**src/sens_defs.svh**
```systemverilog
// Register map, reset values, field positions and frame counts of the sensor block.
`ifndef SENS_DEFS_SVH
`define SENS_DEFS_SVH
`define A_STATUS 3'h0
`define A_SETUP 3'h1
`define A_RESULT 3'h2
`define A_IDENT 3'h3
`define A_CRIT 3'h4
`define A_HYST 3'h5
`define A_UPPER 3'h6
`define A_LOWER 3'h7
`define RST_STATUS 8'h80
`define RST_SETUP 8'h00
`define RST_RESULT 16'h0000
`define RST_CRIT 16'h4980
`define RST_HYST 8'h05
`define RST_UPPER 16'h2000
`define RST_LOWER 16'h0500
`define ID_DEFAULT 8'h5A
`define B_RES 7
`define B_MODE_HI 6
`define B_MODE_LO 5
`define B_RDY 7
`define B_CRIT 6
`define B_HIGH 5
`define B_LOW 4
`define B_CMD_RD 6
`define B_CMD_A_HI 5
`define B_CMD_A_LO 3
`define FMT13_LSB 3
`define HYST_UNIT 7
`define CNT_CMD 5'h07
`define CNT_SHORT 5'h0F
`define CNT_LONG 5'h17
`define CNT_MAX 5'h1F
`endif

```
**src/sens_pkg.sv**
```systemverilog
// Types shared by the temperature register block.
package sens_pkg;
  typedef enum logic [1:0] {
    ST_IDLE = 2'b00,
    ST_CMD = 2'b01,
    ST_DATA = 2'b11
  } spi_state_e;
  typedef enum logic [1:0] {
    MODE_CONT = 2'b00,
    MODE_ONESHOT = 2'b01,
    MODE_1SPS = 2'b10,
    MODE_SHUTDOWN = 2'b11
  } op_mode_e;
  typedef struct packed {
    logic valid;
    logic [15:0] code;
  } conv_s;
endpackage

```
**src/temp_regs.sv**
```systemverilog
// Temperature result, limit and status registers behind a serial register port.
`timescale 1ns/1ps
`include "sens_defs.svh"

// Notes on behaviour
// 13-bit step is 0.0625 degree.
// Store result, compare with three limits.
// Result and limits are twos-complement words.
// 13-bit mode: bits 2..0 hold flags.
// Bit2 critical, bit1 high, bit0 low.
// Resolution bit set gives full 16 bits.
// Power-on format is 13-bit.
// Result delivered as two serial bytes.
// 13-bit code sits in bits 15..3.
// 13-bit code is temperature times 16.
// 16-bit code is temperature times 128.
// Host may drop bits 6..3.
// Eight registers at addresses 0 to 7.
// Status, result, identity ignore writes.
// Flags clear on status read or hysteresis.
// Low flag sets below, clears above margin.
// High flag sets above, clears below margin.
// Critical flag sets above, clears below margin.
// Ready low on result, high on read.
// One-shot bits write restores ready.
// Setup bits 6..5 select operating mode.
module temp_regs
  import sens_pkg::*;
#(
  parameter logic [7:0] ID_CODE = `ID_DEFAULT, // Arbitrary identity value.
  parameter int CODE_W = 16
) (
  input wire logic sys_clk,
  input wire logic nrst,
  input wire conv_s conv,
  input wire logic sclk,
  input wire logic cs_n,
  input wire logic din,
  output logic dout_ff,
  output logic dout_en_n_ff,
  output op_mode_e op_mode_ff
);

  // ************************************************************
  // Parameter check
  // ************************************************************
  // The register layout only serves a 16-bit code.
  if (CODE_W != 16) begin : g_bad_width
    $error("CODE_W must be 16");
  end

  // ************************************************************
  // Reset and input synchronisers
  // ************************************************************
  logic rst_s1_ff;
  logic rst_n_ff;
  logic sclk_s1_ff, sclk_s2_ff, sclk_d_ff;
  logic cs_s1_ff, cs_s2_ff;
  logic din_s1_ff, din_s2_ff;

  // Reset is released through two flops; pins pass two flops before use.
  always_ff @(posedge sys_clk or negedge nrst) begin
    if (!nrst) begin
      rst_s1_ff <= 1'b0;
      rst_n_ff <= 1'b0;
      sclk_s1_ff <= 1'b1;
      sclk_s2_ff <= 1'b1;
      sclk_d_ff <= 1'b1;
      cs_s1_ff <= 1'b1;
      cs_s2_ff <= 1'b1;
      din_s1_ff <= 1'b0;
      din_s2_ff <= 1'b0;
    end else begin
      rst_s1_ff <= 1'b1;
      rst_n_ff <= rst_s1_ff;
      sclk_s1_ff <= sclk;
      sclk_s2_ff <= sclk_s1_ff;
      sclk_d_ff <= sclk_s2_ff;
      cs_s1_ff <= cs_n;
      cs_s2_ff <= cs_s1_ff;
      din_s1_ff <= din;
      din_s2_ff <= din_s1_ff;
    end
  end

  // ************************************************************
  // Registers and frame state
  // ************************************************************
  logic [7:0] stat_ff, nxt_stat;
  logic [7:0] setup_ff, nxt_setup;
  logic [15:0] res_ff, nxt_res;
  logic [15:0] crit_ff, nxt_crit;
  logic [7:0] hyst_ff, nxt_hyst;
  logic [15:0] upper_ff, nxt_upper;
  logic [15:0] lower_ff, nxt_lower;
  spi_state_e state_ff, nxt_state;
  logic [4:0] cnt_ff, nxt_cnt;
  logic [15:0] rx_ff, nxt_rx;
  logic [15:0] tx_ff, nxt_tx;
  logic [2:0] addr_ff, nxt_addr;
  logic rd_ff, nxt_rd;
  logic nxt_dout, nxt_dout_en_n;

  // ************************************************************
  // Limit comparison
  // ************************************************************
  logic sclk_rise, sclk_fall;
  logic [15:0] meas;
  logic signed [16:0] t_s, crit_s, upper_s, lower_s, hyst_s;
  logic over_crit, over_high, under_low;
  logic crit_back, high_back, low_back;

  assign sclk_rise = sclk_s2_ff & ~sclk_d_ff;
  assign sclk_fall = ~sclk_s2_ff & sclk_d_ff;

  // In 13-bit mode the three low bits are not temperature, so both sides
  // of every comparison drop them; the MSB is the sign.
  always_comb begin
    meas = conv.code;
    if (!setup_ff[`B_RES]) begin
      meas[`FMT13_LSB-1:0] = '0;
    end
    t_s = {meas[15], meas};
    crit_s = {crit_ff[15], crit_ff[15:`FMT13_LSB], 3'h0};
    upper_s = {upper_ff[15], upper_ff[15:`FMT13_LSB], 3'h0};
    lower_s = {lower_ff[15], lower_ff[15:`FMT13_LSB], 3'h0};
    if (setup_ff[`B_RES]) begin
      crit_s = {crit_ff[15], crit_ff};
      upper_s = {upper_ff[15], upper_ff};
      lower_s = {lower_ff[15], lower_ff};
    end
    // Margin is whole degrees, 128 steps of the 16-bit code each.
    hyst_s = 17'(hyst_ff[3:0]) <<< `HYST_UNIT;
  end

  // Set and return conditions against the three limits.
  assign over_crit = t_s > crit_s;
  assign over_high = t_s > upper_s;
  assign under_low = t_s < lower_s;
  assign crit_back = t_s < (crit_s - hyst_s);
  assign high_back = t_s < (upper_s - hyst_s);
  assign low_back = t_s > (lower_s + hyst_s);

  // ************************************************************
  // Next-state logic
  // ************************************************************
  logic [7:0] cmd;
  logic [15:0] wdata;
  logic [15:0] rval;
  logic rd_fire, wr_fire, stat_rd, res_rd, wide;

  // Frame decode, register update and flag handling.
  always_comb begin
    nxt_stat = stat_ff;
    nxt_setup = setup_ff;
    nxt_res = res_ff;
    nxt_crit = crit_ff;
    nxt_hyst = hyst_ff;
    nxt_upper = upper_ff;
    nxt_lower = lower_ff;
    nxt_state = state_ff;
    nxt_cnt = cnt_ff;
    nxt_rx = rx_ff;
    nxt_tx = tx_ff;
    nxt_addr = addr_ff;
    nxt_rd = rd_ff;
    nxt_dout = dout_ff;
    nxt_dout_en_n = dout_en_n_ff;
    cmd = {rx_ff[6:0], din_s2_ff};
    wdata = {rx_ff[14:0], din_s2_ff};
    rd_fire = 1'b0;
    wr_fire = 1'b0;
    // Result, limits other than margin are 16 bits wide.
    wide = (addr_ff == `A_RESULT) || (addr_ff == `A_CRIT) ||
           (addr_ff == `A_UPPER) || (addr_ff == `A_LOWER);
    // Register read mux; 8-bit registers go out first in the top byte.
    unique case (cmd[`B_CMD_A_HI:`B_CMD_A_LO])
      `A_STATUS: rval = {stat_ff, 8'h00};
      `A_SETUP: rval = {setup_ff, 8'h00};
      `A_RESULT: rval = res_ff;
      `A_IDENT: rval = {ID_CODE, 8'h00};
      `A_CRIT: rval = crit_ff;
      `A_HYST: rval = {hyst_ff, 8'h00};
      `A_UPPER: rval = upper_ff;
      `A_LOWER: rval = lower_ff;
    endcase
    if (cs_s2_ff) begin
      nxt_state = ST_IDLE;
      nxt_dout_en_n = 1'b1;
      nxt_dout = 1'b0;
    end else begin
      unique case (state_ff)
        ST_IDLE: begin
          nxt_state = ST_CMD;
          nxt_cnt = '0;
        end
        ST_CMD: begin
          if (sclk_rise) begin
            nxt_rx = wdata;
            nxt_cnt = cnt_ff + 5'h01;
            if (cnt_ff == `CNT_CMD) begin
              nxt_state = ST_DATA;
              nxt_addr = cmd[`B_CMD_A_HI:`B_CMD_A_LO];
              nxt_rd = cmd[`B_CMD_RD];
              rd_fire = cmd[`B_CMD_RD];
              nxt_tx = rval;
            end
          end
        end
        ST_DATA: begin
          if (sclk_rise) begin
            nxt_rx = wdata;
            if (cnt_ff != `CNT_MAX) begin
              nxt_cnt = cnt_ff + 5'h01;
            end
            wr_fire = !rd_ff && (cnt_ff == (wide ? `CNT_LONG : `CNT_SHORT));
          end
          // Read data changes on the falling edge, MSB first.
          if (sclk_fall && rd_ff) begin
            nxt_dout = tx_ff[15];
            nxt_tx = {tx_ff[14:0], 1'b0};
            nxt_dout_en_n = 1'b0;
          end
        end
        default: nxt_state = ST_IDLE;
      endcase
    end
    stat_rd = rd_fire && (cmd[`B_CMD_A_HI:`B_CMD_A_LO] == `A_STATUS);
    res_rd = rd_fire && (cmd[`B_CMD_A_HI:`B_CMD_A_LO] == `A_RESULT);
    // Writes reach only setup and limit registers.
    if (wr_fire) begin
      unique case (addr_ff)
        `A_SETUP: begin
          nxt_setup = wdata[7:0];
          // A write of one-shot or 1 SPS bits restores ready.
          if ((wdata[`B_MODE_HI:`B_MODE_LO] == MODE_ONESHOT) ||
              (wdata[`B_MODE_HI:`B_MODE_LO] == MODE_1SPS)) begin
            nxt_stat[`B_RDY] = 1'b1;
          end
        end
        `A_CRIT: nxt_crit = wdata;
        `A_HYST: nxt_hyst = wdata[7:0];
        `A_UPPER: nxt_upper = wdata;
        `A_LOWER: nxt_lower = wdata;
        default: ;
      endcase
    end
    // Reading status clears the three flags.
    if (stat_rd) begin
      nxt_stat[`B_CRIT:`B_LOW] = 3'h0;
    end
    // Reading the result restores ready.
    if (res_rd) begin
      nxt_stat[`B_RDY] = 1'b1;
    end
    // A new result is stored and beats any clear in the same cycle.
    if (conv.valid) begin
      nxt_res = conv.code;
      if (!setup_ff[`B_RES]) begin
        nxt_res = {conv.code[15:`FMT13_LSB], over_crit, over_high, under_low};
      end
      nxt_stat[`B_RDY] = 1'b0;
      if (crit_back) nxt_stat[`B_CRIT] = 1'b0;
      if (high_back) nxt_stat[`B_HIGH] = 1'b0;
      if (low_back) nxt_stat[`B_LOW] = 1'b0;
      if (over_crit) nxt_stat[`B_CRIT] = 1'b1;
      if (over_high) nxt_stat[`B_HIGH] = 1'b1;
      if (under_low) nxt_stat[`B_LOW] = 1'b1;
    end
  end

  // ************************************************************
  // State registers
  // ************************************************************
  // Registers only; all values come from the block above.
  always_ff @(posedge sys_clk or negedge rst_n_ff) begin
    if (!rst_n_ff) begin
      stat_ff <= `RST_STATUS;
      setup_ff <= `RST_SETUP;
      res_ff <= `RST_RESULT;
      crit_ff <= `RST_CRIT;
      hyst_ff <= `RST_HYST;
      upper_ff <= `RST_UPPER;
      lower_ff <= `RST_LOWER;
      state_ff <= ST_IDLE;
      cnt_ff <= '0;
      rx_ff <= '0;
      tx_ff <= '0;
      addr_ff <= `A_STATUS;
      rd_ff <= 1'b0;
      dout_ff <= 1'b0;
      dout_en_n_ff <= 1'b1;
      op_mode_ff <= MODE_CONT;
    end else begin
      stat_ff <= nxt_stat;
      setup_ff <= nxt_setup;
      res_ff <= nxt_res;
      crit_ff <= nxt_crit;
      hyst_ff <= nxt_hyst;
      upper_ff <= nxt_upper;
      lower_ff <= nxt_lower;
      state_ff <= nxt_state;
      cnt_ff <= nxt_cnt;
      rx_ff <= nxt_rx;
      tx_ff <= nxt_tx;
      addr_ff <= nxt_addr;
      rd_ff <= nxt_rd;
      dout_ff <= nxt_dout;
      dout_en_n_ff <= nxt_dout_en_n;
      op_mode_ff <= op_mode_e'(nxt_setup[`B_MODE_HI:`B_MODE_LO]);
    end
  end
endmodule // temp_regs

```
**config.mk**
```make
export PLATFORM = sky130hd
export DESIGN_NAME = temp_regs
export DESIGN_NICKNAME = d
export VERILOG_FILES = /design/src/sens_pkg.sv /design/src/temp_regs.sv
export VERILOG_INCLUDE_DIRS = /design/src
export SDC_FILE = /design/constraint.sdc
export NUM_CORES = 1
export LEC_CHECK = 0
export BUFFER_PORTS_ARGS = -buffer_cell sky130_fd_sc_hd__buf_2
export CORE_ASPECT_RATIO = 1.1
export CORE_MARGIN = 2
export CORE_UTILIZATION = 45
export DETAILED_ROUTE_END_ITERATION = 8
export SKIP_CTS_REPAIR_TIMING = 1
export SLEW_MARGIN = 20
export SYNTH_ARGS = -nofsm -noshare
export SYNTH_HDL_FRONTEND = slang
export SYNTH_SLANG_ARGS = --single-unit
```
**constraint.sdc**
```tcl
create_clock -name sys_clk -period 6.1 [get_ports sys_clk]
set_clock_uncertainty 0.2 [all_clocks]
set_input_delay 0.305 -clock sys_clk [delete_from_list [all_inputs] [get_ports sys_clk]]
set_output_delay 0.305 -clock sys_clk [all_outputs]
set_load 0.01 [all_outputs]
```
==> flow_summary.rst <==
.. list-table::
   :header-rows: 1

   * - Metric
     - Value
   * - Internal Dissipation
     - 1.64 mW
   * - Net Switching
     - 0.680 mW
   * - Number of global-route vias before repair
     - 6676
   * - Share of the clock period used by the worst path after layout
     - 62.0%
   * - Cell taking the most area after synthesis
     - sky130_fd_sc_hd__dfrtp_1
   * - Post-route minimum period
     - 3.78 ns
   * - Ys Warns
     - 0
   * - Post-DR vias/cell
     - 5.73
   * - Switch share
     - 29.4%
   * - Part of the power in combinational logic
     - 14.3%
   * - Number of instances in the synthesized netlist
     - 888
   * - Clock Latency Late Sink
     - 0.42 ns
   * - Die boundary width
     - 137 um
   * - Startpoint Class
     - register
   * - Count of unique library cells instantiated by Yosys
     - 69
   * - Final net count
     - 1022
   * - EDFF count, synth
     - 0
   * - RSZ-0062 raised after global routing
     - no
   * - Clock Root Buffer
     - sky130_fd_sc_hd__clkbuf_16
   * - Pwr/cell area
     - 241 mW/mm^2
   * - RD Place Congestion
     - 0.859
   * - Pre-CTS setup slack
     - 2.35 ns
   * - Total Die Area
     - 0.0205 sq mm
   * - Final setup slack of the worst path
     - 2.32 ns
   * - Synthesis-stage register bit count
     - 137
   * - Largest buffer count on any clock path
     - 2
   * - Fraction of power consumed by the clock network
     - 42.6%
   * - Router iterations before antenna repair
     - 5
   * - F_max
     - 264 MHz
   * - H-tree depth
     - 4
   * - Pin count of the biggest net entering global routing
     - 67
   * - Synthesized area divided by synthesized cell count
     - 9.81 sq um
   * - Worst endpoint required time
     - 6.20 ns
   * - Leak pwr
     - 4.43 nW
   * - CTS tree
     - built
   * - Wire length of the first global-routing pass
     - 37.0 mm
   * - Transition time at the pin with the least slew margin
     - 0.927 ns
   * - Fraction of final layout cells sized beyond drive strength 1
     - 15.4%
   * - Vertical die dimension
     - 150 um
   * - Proportion of power drawn by flip-flops and latches
     - 43.2%
   * - Row cnt
     - 53
   * - Count of unresolved DRC violations after routing
     - 0
   * - Run status
     - finished clean
   * - Worst slew margin relative to its limit
     - 37.9%
   * - Maximum vdd drop
     - 0.181 mV
   * - Worst Hold Margin
     - 0.0202 ns
   * - Drt initial violations
     - 448
   * - Main synth FF type
     - sky130_fd_sc_hd__dfrtp_1
   * - Gr ovfl total
     - 0
   * - Initial core utilization
     - 45.8%
   * - Crit-path max FO
     - 6
   * - ANT cells
     - 0
   * - TritonCTS Sinks
     - 137
   * - Setup TNS
     - 0 ns
   * - Sequential-to-total area share from yosys stat
     - 39.6%
   * - Number of primary I/O pins
     - 26
   * - Class of the most critical setup path
     - register to register
   * - Area growth from synthesis to layout
     - 10.3%
   * - Routed wire length per instance
     - 19.9 um
   * - Cell area after layout
     - 0.00961 sq mm
   * - Mapped Nets
     - 1005
   * - Share of flip-flops with an asynchronous set or reset
     - 100%
   * - Max-Cap Viols
     - 0
   * - Total of buffers placed on input and output ports
     - 25
   * - Cell types with the largest area share after synthesis
     - sky130_fd_sc_hd__dfrtp_1 35%, sky130_fd_sc_hd__ha_1 13%, sky130_fd_sc_hd__nand2_1 6.4%, sky130_fd_sc_hd__mux2_2 4.9%, sky130_fd_sc_hd__dfstp_2 4.8%
   * - Share of the synthesized area in the top cell type
     - 34.8%
   * - Setup-violating endpoint count in the final report
     - 0
   * - Count of endpoints failing hold in the final timing report
     - 0
   * - Number of pins exceeding their max-slew limit in the final report
     - 0
   * - Number of buffers created by CTS
     - 17
   * - Arrival @ worst endpoint
     - 3.88 ns
   * - DPL Wire Length
     - 17.1 mm
   * - Critical Path End Type
     - register
   * - Post-Route WL
     - 23.2 mm
   * - Filler instances
     - 1759
   * - Clock-pin slew on the worst setup and hold paths
     - 0.06 ns
   * - Summed instance area of the synthesized netlist
     - 0.00871 sq mm
   * - Initial antenna violation count
     - 1
   * - Number of routed nets with antenna violations
     - 0
   * - Placed Instance Area
     - 0.00902 sq mm
   * - Aggregate global-route resource usage
     - 24.1%
   * - Min-delay worst type
     - input pin to register
   * - Final Total Pwr
     - 2.32 mW
   * - Core Area
     - 0.0190 sq mm
   * - Via Count
     - 6677
==> cells by family after synthesis <==
group,synth area share [%]
compound gates,13.2
xor+xnor,2.11
fa+ha+maj,13.9
buf+inv,4.44
flops,39.6
simple gates,14.7
other cells,0.0430
mux,12.0
==> power by group through the flow <==
| stage | Sequential (mW) | Combinational [mW] | Clock, mW |
|---|---|---|---|
| after detailed placement | 1.02 | 0.329 | 0 |
| final | 1.00 | 0.330 | 0.986 |
| after CTS | 1.00 | 0.329 | 1.01 |
| after global placement | 1.02 | 0.326 | 0 |
| after global routing | 1.01 | 0.365 | 1.04 |
| after floorplan | 0.980 | 0.239 | 0 |
==> flip-flops by register name (all words and copies together), names as in the netlist, 8 cells and up <==
register,flops
hyst_ff,8
lower_ff,16
upper_ff,16
tx_ff,16
res_ff,16
crit_ff,16
rx_ff,15
setup_ff,8
==> cell type report <==
cell class              count  area [sq um]  share of cell area (%)
clock buffers              19           433                    4.50
clock inverters            13           124                    1.29
inverters                  54           203                    2.11
multi-input cells         661          4890                    50.9
flip-flops and latches    137          3450                    35.9
well taps                 247           309                    3.21
repair buffers             34           203                    2.11
==> critical path, cell delays in order, from the launching register on <==
cell and delay, ns:
sky130_fd_sc_hd__dfrtp_1 0.39, sky130_fd_sc_hd__inv_1 0.26, sky130_fd_sc_hd__ha_1 0.29, sky130_fd_sc_hd__a21o_1 0.18
sky130_fd_sc_hd__a21o_1 0.19, sky130_fd_sc_hd__a211oi_1 0.54, sky130_fd_sc_hd__a31oi_1 0.16, sky130_fd_sc_hd__a21oi_1 0.14
sky130_fd_sc_hd__ha_1 0.26, sky130_fd_sc_hd__nand4_1 0.14, sky130_fd_sc_hd__a21oi_1 0.05, sky130_fd_sc_hd__or3b_2 0.44
sky130_fd_sc_hd__mux2i_1 0.15, sky130_fd_sc_hd__a21oi_1 0.08, sky130_fd_sc_hd__o21bai_1 0.18
==> routing by layer <==
layer  up-vias  share of wire, %  track usage (%)
met5         -                 0                0
met4         0               3.1             9.79
met3        43               4.2             4.00
met2       164                48             39.5
met1      3278                45             31.5
li1       3192                 -                -
==> path summary, 6_finish.rpt <==
path                              end  slack, ns  cells past startpoint       start
min in group asynchronous   din_s1_ff       0.05                      2        nrst
setup reg to reg           stat_ff[5]       2.32                     14  hyst_ff[1]
setup / recovery           stat_ff[5]       2.32                     14  hyst_ff[1]
hold / removal              res_ff[5]       0.02                      2     conv[5]
hold reg to reg              rst_n_ff       0.15                      0   rst_s1_ff
max in group asynchronous  res_ff[12]       4.09                      1    rst_n_ff
==> synth_stat cells, types with 11 or more instances <==
library cell               instances
sky130_fd_sc_hd__nand2_1         148
sky130_fd_sc_hd__dfrtp_1         121
sky130_fd_sc_hd__ha_1             92
sky130_fd_sc_hd__inv_1            54
sky130_fd_sc_hd__o21ai_0          52
sky130_fd_sc_hd__a21oi_1          41
sky130_fd_sc_hd__mux2_2           38
sky130_fd_sc_hd__nor2_1           33
sky130_fd_sc_hd__clkbuf_1         20
sky130_fd_sc_hd__mux2_1           20
sky130_fd_sc_hd__mux2i_1          20
sky130_fd_sc_hd__a21o_1           18
sky130_fd_sc_hd__dfstp_2          16
sky130_fd_sc_hd__nor3_1           16
sky130_fd_sc_hd__xnor2_1          15
sky130_fd_sc_hd__nand4_1          14
sky130_fd_sc_hd__nand3_1          12
sky130_fd_sc_hd__nor2b_1          11
==> placed cells by master (no fill, tap or decap), types with 12 or more instances in the layout <==
master	n
sky130_fd_sc_hd__a21o_1	18
sky130_fd_sc_hd__a21oi_1	41
sky130_fd_sc_hd__buf_2	25
sky130_fd_sc_hd__clkbuf_16	17
sky130_fd_sc_hd__dfrtp_1	120
sky130_fd_sc_hd__dfstp_2	16
sky130_fd_sc_hd__ha_1	92
sky130_fd_sc_hd__inv_1	54
sky130_fd_sc_hd__mux2_1	20
sky130_fd_sc_hd__mux2_2	38
sky130_fd_sc_hd__mux2i_1	20
sky130_fd_sc_hd__nand2_1	148
sky130_fd_sc_hd__nand3_1	12
sky130_fd_sc_hd__nand4_1	14
sky130_fd_sc_hd__nor2_1	33
sky130_fd_sc_hd__nor3_1	16
sky130_fd_sc_hd__o21ai_0	52
sky130_fd_sc_hd__xnor2_1	15
==> per-stage QoR <==
stage	util (%)	instances
2_1_floorplan	-	888
4_1_cts	50.3	1161
3_5_place_dp	47.4	1129
3_3_place_gp	47.4	1129
5_1_grt	50.5	1165
6_report	50.5	1165
No activity file was read; power rests on OpenSTA's default activity.
